`config.mk`:
```
export PLATFORM = sky130hd
export DESIGN_NAME = external_bus_cycle_phaser
export DESIGN_NICKNAME = d
export VERILOG_FILES = /design/src/ebcp_pkg.sv /design/src/external_bus_cycle_phaser.sv
export SDC_FILE = /design/constraint.sdc
export NUM_CORES = 1
export LEC_CHECK = 0
export BUFFER_PORTS_ARGS = -buffer_cell sky130_fd_sc_hd__buf_4
export CAP_MARGIN = 20
export CORE_UTILIZATION = 40
export DETAILED_ROUTE_END_ITERATION = 7
export RECOVER_POWER = 100
export SLEW_MARGIN = 20
export SYNTH_ARGS = -nofsm -noshare
export SYNTH_HDL_FRONTEND = slang
export SYNTH_SLANG_ARGS = --single-unit
```
`constraint.sdc`:
```
create_clock -name clk_sys -period 15.93 [get_ports clk_sys]
set_input_delay 3.186 -clock clk_sys [delete_from_list [all_inputs] [get_ports clk_sys]]
set_output_delay 3.186 -clock clk_sys [all_outputs]
set_load 0.02 [all_outputs]
```
`src/ebcp_pkg.sv`:
```
// shared constants and types for the external bus cycle phaser
// assumes a 100 MHz cpu clock and a 32-bit apb register port
package ebcp_pkg;

    // ****************************************
    // register map
    // ****************************************
    localparam logic [11:0] CFG_BASE = 12'h000;
    localparam logic [11:0] STAT_OFS = 12'h040;
    localparam logic [11:0] RDATA_OFS = 12'h044;

    // ****************************************
    // timing field layout and reset value
    // ****************************************
    localparam int CFG_W = 14;
    localparam logic [CFG_W-1:0] CFG_RST = 14'h07C0;
    localparam int CNT_W = 6;
    localparam int CLK_MHZ = 100;
    localparam int CPU_CLOCK_PERIOD_NS = 10;
    // one phase unit is one cpu clock period
    localparam int PHASE_UNIT_CYC = CPU_CLOCK_PERIOD_NS * CLK_MHZ / 1000;

    typedef struct packed {
        logic separateAddressDataModeN;
        logic [1:0] holdPhaseLen;
        logic [4:0] accessPhaseLenM1;
        logic writeSetupTristatePhaseLen;
        logic [1:0] commandDelayPhaseLen;
        logic [1:0] windowChangeExt;
        logic addressSetupTwo;
    } timing_s;

    typedef struct packed {
        logic [23:0] addr;
        logic [15:0] dataOut;
        logic dataOe;
        logic rdN;
        logic wrN;
        logic ale;
        logic highByteSelectN;
    } pins_s;

    typedef struct packed {
        logic [23:0] addr;
        logic [15:0] wdata;
        logic write;
        logic highByte;
    } req_s;

    typedef enum logic [2:0] {
        PH_IDLE,
        PH_ADDR,
        PH_CMD,
        PH_WSET,
        PH_ACC,
        PH_HOLD
    } phase_e;

endpackage : ebcp_pkg

```
`src/external_bus_cycle_phaser.sv`:
```
// external bus cycle sequencer with per chip-select timing registers
// assumes a cpu-side request port and an apb master for the registers
`timescale 1ns/1ps

module external_bus_cycle_phaser #(
    parameter int NUM_CS = 4
) (
    input wire logic clk_sys,
    input wire logic arst_n,
    input wire logic psel,
    input wire logic penable,
    input wire logic pwrite,
    input wire logic [11:0] paddr,
    input wire logic [31:0] pwdata,
    output logic [31:0] prdata,
    output logic pready,
    output logic pslverr,
    input wire logic reqValid,
    output logic reqReady,
    input wire ebcp_pkg::req_s req,
    input wire logic [$clog2(NUM_CS)-1:0] reqSel,
    output logic rspValid,
    output logic [15:0] rspData,
    output ebcp_pkg::pins_s busPins,
    output logic [NUM_CS-1:0] chipSelectN,
    input wire logic [15:0] busDataIn
);

    // ****************************************
    // reset release
    // ****************************************
    logic rstMeta_r;
    logic rstN;

    always_ff @(posedge clk_sys or negedge arst_n) begin
        if (!arst_n) begin
            rstMeta_r <= 1'b0;
            rstN <= 1'b0;
        end else begin
            rstMeta_r <= 1'b1;
            rstN <= rstMeta_r;
        end
    end

    // ****************************************
    // apb register file
    // ****************************************
    ebcp_pkg::timing_s cfg_r [NUM_CS];
    logic [31:0] prdata_r;
    logic [31:0] rdNxt;
    logic hitNxt;
    logic [3:0] cfgIdx;
    logic cfgHit;

    ebcp_pkg::phase_e state_r;
    ebcp_pkg::phase_e stateNxt;
    logic [$clog2(NUM_CS)-1:0] lastSel_r;
    logic [15:0] rspData_r;

    assign cfgIdx = paddr[5:2];
    assign cfgHit = paddr[11:6] == ebcp_pkg::CFG_BASE[11:6] && paddr[1:0] == 2'b00
        && {28'h0, cfgIdx} < NUM_CS;

    always_comb begin
        rdNxt = 32'h0000_0000;
        hitNxt = 1'b1;
        if (cfgHit) begin
            rdNxt = {{(32 - ebcp_pkg::CFG_W){1'b0}}, cfg_r[cfgIdx[$clog2(NUM_CS)-1:0]]};
        end else if (paddr == ebcp_pkg::STAT_OFS) begin
            rdNxt = {24'h00_0000, 1'b0, lastSel_r[$clog2(NUM_CS)-1:0] != 0,
                3'(state_r), 2'b00, state_r != ebcp_pkg::PH_IDLE};
        end else if (paddr == ebcp_pkg::RDATA_OFS) begin
            rdNxt = {16'h0000, rspData_r};
        end else begin
            hitNxt = 1'b0;
        end
    end

    // read data is loaded in the setup cycle so the access phase answers at once
    always_ff @(posedge clk_sys or negedge rstN) begin
        if (!rstN) begin
            prdata_r <= 32'h0000_0000;
            pslverr <= 1'b0;
        end else if (psel && !penable) begin
            prdata_r <= pwrite ? 32'h0000_0000 : rdNxt;
            pslverr <= !hitNxt;
        end
    end

    assign prdata = prdata_r;
    assign pready = 1'b1;

    // writes to a busy select only reach the next access, the live one uses a copy
    generate
        for (genvar i = 0; i < NUM_CS; i++) begin : g_cfg
            always_ff @(posedge clk_sys or negedge rstN) begin
                if (!rstN) begin
                    cfg_r[i] <= ebcp_pkg::CFG_RST;
                end else if (psel && penable && pwrite && cfgHit && cfgIdx == i) begin
                    cfg_r[i] <= pwdata[ebcp_pkg::CFG_W-1:0];
                end
            end
        end
    endgenerate

    // ****************************************
    // phase sequencer
    // ****************************************
    ebcp_pkg::timing_s cur_r;
    ebcp_pkg::req_s reqHold_r;
    logic [2:0] addrLen_r;
    logic firstDone_r;
    logic [ebcp_pkg::CNT_W-1:0] cnt_r;
    logic [ebcp_pkg::CNT_W-1:0] phLen;
    logic lastCyc;
    logic accept;
    logic winChange;

    assign reqReady = state_r == ebcp_pkg::PH_IDLE;
    assign accept = reqValid && reqReady;
    assign winChange = !firstDone_r || reqSel != lastSel_r;

    always_comb begin
        unique case (state_r)
            ebcp_pkg::PH_ADDR: phLen = {3'b000, addrLen_r};
            ebcp_pkg::PH_CMD: phLen = {4'h0, cur_r.commandDelayPhaseLen};
            ebcp_pkg::PH_WSET: phLen = 6'h01;
            ebcp_pkg::PH_ACC: phLen = {1'b0, cur_r.accessPhaseLenM1} + 6'h01;
            ebcp_pkg::PH_HOLD: phLen = {4'h0, cur_r.holdPhaseLen};
            default: phLen = 6'h01;
        endcase
    end

    assign lastCyc = state_r != ebcp_pkg::PH_IDLE && cnt_r == phLen - 6'h01;

    // zero-length phases are skipped, the order itself never changes
    always_comb begin
        stateNxt = state_r;
        unique case (state_r)
            ebcp_pkg::PH_IDLE: if (reqValid) stateNxt = ebcp_pkg::PH_ADDR;
            ebcp_pkg::PH_ADDR: if (lastCyc) begin
                if (cur_r.commandDelayPhaseLen != 2'b00) stateNxt = ebcp_pkg::PH_CMD;
                else if (cur_r.writeSetupTristatePhaseLen) stateNxt = ebcp_pkg::PH_WSET;
                else stateNxt = ebcp_pkg::PH_ACC;
            end
            ebcp_pkg::PH_CMD: if (lastCyc) begin
                stateNxt = cur_r.writeSetupTristatePhaseLen ? ebcp_pkg::PH_WSET
                    : ebcp_pkg::PH_ACC;
            end
            ebcp_pkg::PH_WSET: if (lastCyc) stateNxt = ebcp_pkg::PH_ACC;
            ebcp_pkg::PH_ACC: if (lastCyc) begin
                stateNxt = cur_r.holdPhaseLen != 2'b00 ? ebcp_pkg::PH_HOLD
                    : ebcp_pkg::PH_IDLE;
            end
            ebcp_pkg::PH_HOLD: if (lastCyc) stateNxt = ebcp_pkg::PH_IDLE;
            default: stateNxt = ebcp_pkg::PH_IDLE;
        endcase
    end

    always_ff @(posedge clk_sys or negedge rstN) begin
        if (!rstN) begin
            state_r <= ebcp_pkg::PH_IDLE;
            cnt_r <= 6'h00;
        end else begin
            state_r <= stateNxt;
            cnt_r <= stateNxt != state_r ? 6'h00 : cnt_r + 6'h01;
        end
    end

    always_ff @(posedge clk_sys or negedge rstN) begin
        if (!rstN) begin
            cur_r <= ebcp_pkg::CFG_RST;
            reqHold_r <= '0;
            addrLen_r <= 3'h1;
            lastSel_r <= '0;
            firstDone_r <= 1'b0;
        end else if (accept) begin
            cur_r <= cfg_r[reqSel];
            reqHold_r <= req;
            addrLen_r <= 3'h1 + {2'b00, cfg_r[reqSel].addressSetupTwo}
                + (winChange ? {1'b0, cfg_r[reqSel].windowChangeExt} : 3'h0);
            lastSel_r <= reqSel;
            firstDone_r <= 1'b1;
        end
    end

    // ****************************************
    // read capture and completion
    // ****************************************
    // sampled on the edge that lifts the read strobe, later address moves are harmless
    always_ff @(posedge clk_sys or negedge rstN) begin
        if (!rstN) begin
            rspData_r <= 16'h0000;
            rspValid <= 1'b0;
        end else begin
            rspValid <= state_r == ebcp_pkg::PH_ACC && lastCyc;
            if (state_r == ebcp_pkg::PH_ACC && lastCyc && !reqHold_r.write) begin
                rspData_r <= busDataIn;
            end
        end
    end

    assign rspData = rspData_r;

    // ****************************************
    // pin drivers
    // ****************************************
    ebcp_pkg::req_s src;
    ebcp_pkg::timing_s srcCfg;
    logic [$clog2(NUM_CS)-1:0] srcSel;
    logic active;
    logic muxAddr;

    assign src = accept ? req : reqHold_r;
    assign srcCfg = accept ? cfg_r[reqSel] : cur_r;
    assign srcSel = accept ? reqSel : lastSel_r;
    assign active = stateNxt != ebcp_pkg::PH_IDLE;
    assign muxAddr = srcCfg.separateAddressDataModeN
        && (stateNxt == ebcp_pkg::PH_ADDR || stateNxt == ebcp_pkg::PH_CMD);

    // pins follow the next phase so they switch on the same edge as the state
    always_ff @(posedge clk_sys or negedge rstN) begin
        if (!rstN) begin
            busPins <= '{addr: 24'h00_0000, dataOut: 16'h0000, dataOe: 1'b0, rdN: 1'b1,
                wrN: 1'b1, ale: 1'b0, highByteSelectN: 1'b1};
            chipSelectN <= '1;
        end else begin
            if (active) begin
                busPins.addr <= src.addr;
                busPins.highByteSelectN <= !src.highByte;
            end
            busPins.ale <= stateNxt == ebcp_pkg::PH_ADDR;
            busPins.rdN <= !(stateNxt == ebcp_pkg::PH_ACC && !src.write);
            busPins.wrN <= !(stateNxt == ebcp_pkg::PH_ACC && src.write);
            busPins.dataOut <= muxAddr ? src.addr[15:0] : src.wdata;
            busPins.dataOe <= muxAddr || (src.write && (stateNxt == ebcp_pkg::PH_WSET
                || stateNxt == ebcp_pkg::PH_ACC || stateNxt == ebcp_pkg::PH_HOLD));
            for (int i = 0; i < NUM_CS; i++) begin
                chipSelectN[i] <= !(active && srcSel == i);
            end
        end
    end

    // ****************************************
    // checks
    // ****************************************
    logic [ebcp_pkg::CNT_W-1:0] stay_r;

    always_ff @(posedge clk_sys or negedge rstN) begin
        if (!rstN) stay_r <= 6'h00;
        else stay_r <= stateNxt != state_r ? 6'h01 : stay_r + 6'h01;
    end
endmodule : external_bus_cycle_phaser

```
* Word-level counts from Yosys, hierarchy flattened
Index checks and enable logic that the tools add are counted.
** Operators by class
- Add/sub/neg operators :: 5
- Equality and inequality tests :: 21
- Magnitude comparators :: 3
- Reductions and logical operators :: 49
- Bitwise operators :: 2
- Mux-type cells :: 30
** Operators with widths (number)
- $mux W32 :: 3
- $mux W14 :: 5
- $bmux W14 S2 :: 2
- $mux W42 :: 1
- $mux W16 :: 2
- $mux W3 :: 9
- $eq A12 B7 Y1 const B :: 2
- $pmux W6 S4 :: 1
- $logic_and A1 B1 Y1 :: 22
- $pmux W3 S6 :: 1
- $eq A3 B2 Y1 const B :: 4
- $eq A3 B3 Y1 const B :: 4
- $logic_not A1 Y1 :: 12
- $eq A4 B2 Y1 const B :: 2
- $add A5 B1 Y6 const B :: 1
- $add A6 B1 Y6 const B :: 1
- $eq A3 B1 Y1 const B :: 2
- $eq A6 B6 Y1 :: 1
- $ge A3 B3 Y1 const B :: 2
- $logic_not A6 Y1 :: 1
- $mux W6 :: 1
- $not A2 Y3 :: 2
- $reduce_bool A2 Y1 :: 3
- $reduce_bool A3 Y1 :: 2
- other kinds (15) :: 24
** Storage, ports and cells
- Output and inout port bits :: 101
- Logic and storage cells :: 168
- Bits in registers :: 228

* Depth between registers and ports, before layout
- Depth after elaboration :: 12
- Depth in mapped cells :: 18
- Mapped depth without buffers :: 14

* Worst setup path before layout
OpenSTA, ideal clock, no wires.
- Kind :: in2reg
- Start point :: input port reqSel[0]
- End point :: register addrLen_r[1]
- Path buffers :: 2
- Cell stages on the path :: 8
- Required time :: 15805 ps
- Library setup time :: 125 ps
- Setup slack :: 10440 ps
- Data arrival time :: 5365 ps
- Cell sequence :: clkbuf_1 > buf_1 > mux4_2 > nand2_1 > ha_1 > inv_1 > ha_1 > mux2_2
** On the way
- Longest elaborated chain between the ends :: 6
- Elaborated cells between the ends (all ways) :: 9
- Classes of those cells :: 2 x add/sub; 1 x eq/ne; 4 x mux; 1 x bitwise; 1 x reduce/logical
** RTL lines
- from (decl) :: line external_bus_cycle_phaser.sv:21 : input wire logic [$clog2(NUM_CS)-1:0] reqSel,
- $not A2 Y3 (not written as such) :: line external_bus_cycle_phaser.sv:180, external_bus_cycle_phaser.sv:181
- $bmux W14 S2 :: line external_bus_cycle_phaser.sv:180, external_bus_cycle_phaser.sv:181
- $mux W14 (2 in a row)
- $add A1 B1 Y2 or $mux W2 (tied branches) :: line external_bus_cycle_phaser.sv:180, external_bus_cycle_phaser.sv:181
- $add A2 B2 Y3 * :: line external_bus_cycle_phaser.sv:181 : + (winChange ? {1'b0, cfg_r[reqSel].windowChangeExt} : 3'h0);
- to (signal assigned) :: line external_bus_cycle_phaser.sv:180 : addrLen_r <= 3'h1 + {2'b00, cfg_r[reqSel].addressSetupTwo}
- to (decl) :: line external_bus_cycle_phaser.sv:111 : logic [2:0] addrLen_r;
Every way passes the cells marked *; elsewhere a longest branch is shown, timed or not. The select of a mux whose other input is x is not followed.
A chain may end at the register's enable or synchronous reset.

* Worst setup path after layout
- Start point :: input port reqValid
- End point :: register chipSelectN[1]
** On the way
- Longest elaborated chain between the ends :: 5
- Elaborated cells between the ends (all ways) :: 8
- Classes of those cells :: 1 x eq/ne; 3 x mux; 4 x reduce/logical
** RTL lines
- from (decl) :: line external_bus_cycle_phaser.sv:18 : input wire logic reqValid,
- $logic_and A1 B1 Y1 :: line external_bus_cycle_phaser.sv:120 : assign accept = reqValid && reqReady;
- $mux W2
- via srcSel[0] :: line external_bus_cycle_phaser.sv:210 : logic [$clog2(NUM_CS)-1:0] srcSel;
- $eq A2 B1 Y1 :: line external_bus_cycle_phaser.sv:239 : chipSelectN[i] <= !(active && srcSel == i);
- $logic_and A1 B1 Y1 :: line external_bus_cycle_phaser.sv:239
- $logic_not A1 Y1 :: line external_bus_cycle_phaser.sv:239
- to (signal, indexed assignment) :: line external_bus_cycle_phaser.sv:239
- to (decl) :: line external_bus_cycle_phaser.sv:25 : output logic [NUM_CS-1:0] chipSelectN,
The timed path passes the listed nets, and every way through them passes these cells.

==> key figures <==
Die
  • Die area: 0.0244 mm^2
  • Core ar.: 0.0234 mm^2
  • Initial Utilization: 40.6%
  • Die Width: 156 um
  • Site Rows: 56
  • Die Y: 156 um
  • Num ports: 211

STA
  • Final setup fails: 0
  • Fin Setup TNS: 0 ns
  • Unrepaired setup endpoints after global routing: false
  • F_max: 155 MHz
  • Slew HR: -134%
  • Final period util: 40.6%
  • Final Hold Viols: 0
  • Clk_skew: 0.0210 ns
  • Max Slew Vio Count: 290
  • Hold_ws: 0.349 ns
  • Worst-margin pin slew: 3.51 ns
  • Clock period minus final worst setup slack: 6.47 ns

Logic synthesis
  • Syn Area/Cell: 14.1 um^2
  • Netlist Area Pre-Place: 0.00950 mm^2
  • Top_reg_cell synth: dfrtp_1
  • Ys async rst share: 100%
  • Area leader, netlist: dfrtp_1
  • Most instantiated cells after synthesis: 176 x dfrtp_1, 160 x mux2_2, 33 x dfstp_2, 33 x nand2_1, 28 x mux4_2
  • Number of synthesized register bits: 209
  • Post-Syn Instances: 674
  • Yosys top cell area share: 46.4%
  • Post-synth EDFFs: 0
  • Distinct cells, synth: 59
  • Main area contributors after synthesis: dfrtp_1 46%, mux2_2 19%, dfstp_2 9.1%, mux4_2 6.6%, mux2i_1 2.1%
  • Warnings from Yosys: 0
  • Sequential cell area fraction in the yosys report: 55.5%
  • Top-count cell post-synth: dfrtp_1

Layout
  • Area growth, synth to finish: 20.6%
  • Filler Cells Inserted: 2,159
  • Layout cells sized above 1: 37.2%
  • Final Util: 48.9%
  • N_diodes: 0
  • Fin nets: 961

CTS
  • Clock Latency Late Sink: 0.51 ns
  • CTS Sinks: 209
  • Total CTS buffers: 24
  • Maximum clock path buffer count: 3
  • H-tree depth: 1
  • Clock transition at path regs: 0.05 ns
  • CTS root buf: clkbuf_16
  • Post_cts resized: 0
  • CTS tree: done
  • Post-CTS Hold Fix Bufs: 0
  • Setup Buffers After CTS: 0

Global route
  • Grt ovf: 0
  • Largest net degree at the start of global routing: 79
  • Vias in the first global route: 6,471
  • First-pass GRT wire length: 34,800 um
  • Initial antenna violation count: 0
  • GRT Total Usage: 18.2%

Hold path
  • Hold depth: 0
  • Worst Hold Launch: rstMeta_r
  • Hold Path Class: reg -> reg
  • Hold Path End: rstN

Place
  • Port buffer count: 175
  • Post-detail-place hpwl: 15,100 um
  • Routability Congestion: 0.745

Worst setup path
  • Critical-path cell list: clkbuf_1 > and2_2 > clkbuf_1 > mux2i_1 > inv_1 > nand3_1
  • Max FO, Critical Path: 61
  • Crit path DAT: 6.87 ns
  • WS Path Type: in -> reg
  • Worst setup startpoint: reqValid
  • Setup slack, reg-to-reg: 10.11 ns
  • Worst r2r src: rstN
  • Max incr delay on CP: 2.47 ns
  • Worst EP required: 16.33 ns
  • Worst R2R Path Depth: 1
  • CP Capture Type: flop
  • Slowest CP cell: clkbuf_1
  • Crit start category: primary input
  • R2R Path End: cur_r[13]
  • Crit path top cell by count: clkbuf_1

Drt
  • Residual DRC: 0
  • DRT Pass-1 Iters: 4
  • Antenna Violating Nets Remaining: 0
  • Starting DRC count in detailed routing: 321
  • WL per Instance: 18.4 um
  • WL final: 21,700 um
  • Via density: 5.08
  • Vias: 6,005

Run status
  • Status: finished, violations left
  • Failing checks: max-capacitance violations, max-slew violations

Power
  • Leak Pwr: 5.09 nW
  • Peak VDD IR: 0.0806 mV
  • PwrDens: 164 mW/mm^2

Flow run
  • # Max-Cap Violations: 5
## critical path: cells and delay by family
kind                   cells  cell delay [ns]
buffers and inverters      3             2.86
multiplexers               1             0.52
AND/OR/NAND/NOR            2             0.28
## metrics by stage
step | area (um^2) | setup slack, ns | instances | total power (W)
5_1_grt | 11500 | 8.90 | 1183 | 0.00199
6_report | 11500 | 9.46 | 1183 | 0.00187
4_1_cts | 11900 | 10.74 | 1183 | 0.00199
3_3_place_gp | 11100 | 10.25 | 1139 | 0.00141
2_1_floorplan | 9560 | 9.73 | 690 | 0.00122
3_5_place_dp | 11100 | 10.20 | 1139 | 0.00144
## power by group
| group | internal, W | switching (W) | total, W |
|---|---|---|---|
| Sequential | 0.000685 | 0.0000798 | 0.000765 |
| Clock | 0.000337 | 0.000207 | 0.000544 |
| Combinational | 0.000237 | 0.000328 | 0.000565 |
| Total | 0.00126 | 0.000614 | 0.00187 |
## sequential cells by signal (all words and copies together), names as in the netlist, 2 cells and up
register,cells
busPins,45
addrLen_r,3
chipSelectN,4
cfg_r,56
reqHold_r,42
state_r,3
prdata,16
cur_r,11
rspData,16
cnt_r,6
lastSel_r,2
## worst max-delay path by stage
stage	endpoint	slack (ns)
after floorplan	addrLen_r[1]	9.73
after global placement	busPins[17]	10.25
after detailed placement	busPins[8]	10.20
after CTS	busPins[8]	10.74
after global routing	rspData[0]	8.90
final	chipSelectN[1]	9.46
## logic make-up after synthesis
logic type	share of synthesized area, %
flip-flops	55.5
multiplexers	28.7
adder cells (fa/ha/maj)	0.659
AO/OA/AOI/OAI	3.71
other	0.0791
buffers and inverters	3.69
XOR/XNOR	1.74
AND/OR/NAND/NOR	5.97
## cells in the final DEF, fill, tap and decap left out, types with 2 or more instances in the layout
master,instances
clkbuf_4,2
mux2i_1,21
nor2_1,18
and4bb_2,2
nand3_1,14
nand2b_1,4
a21boi_0,2
a31oi_1,2
dfrtp_1,176
a21oi_1,5
a21o_1,2
o21ai_0,23
inv_1,14
a211oi_1,3
ha_1,5
a22o_1,6
conb_1,18
xor2_1,6
nor2b_1,5
mux4_2,28
mux2_1,41
clkbuf_1,101
xnor2_1,11
nor3_1,8
buf_4,86
or3_1,3
nand2_1,33
clkinv_2,2
dfstp_2,33
clkbuf_16,25
o31ai_1,2
and3_1,3
clkbuf_8,11
mux2_2,124
## metal layers
metal  routed length (um)  GRT usage, %
met5                    0             0
met4                  392          5.18
met3                 1150          3.14
met2                10900          31.0
met1                 9310          23.9
## area by class of cell
cell class | instances | area [um^2] | share of cell area (%)
multi-input combinational | 414 | 3910 | 34.1
timing repair buffer | 183 | 1020 | 8.88
clock inverter | 2 | 10.0 | 0.0874
inverter | 14 | 52.6 | 0.459
clock buffer | 42 | 800 | 6.98
tap | 319 | 399 | 3.48
sequential | 209 | 5270 | 46.0
No activity file was read; power rests on OpenSTA's default activity.
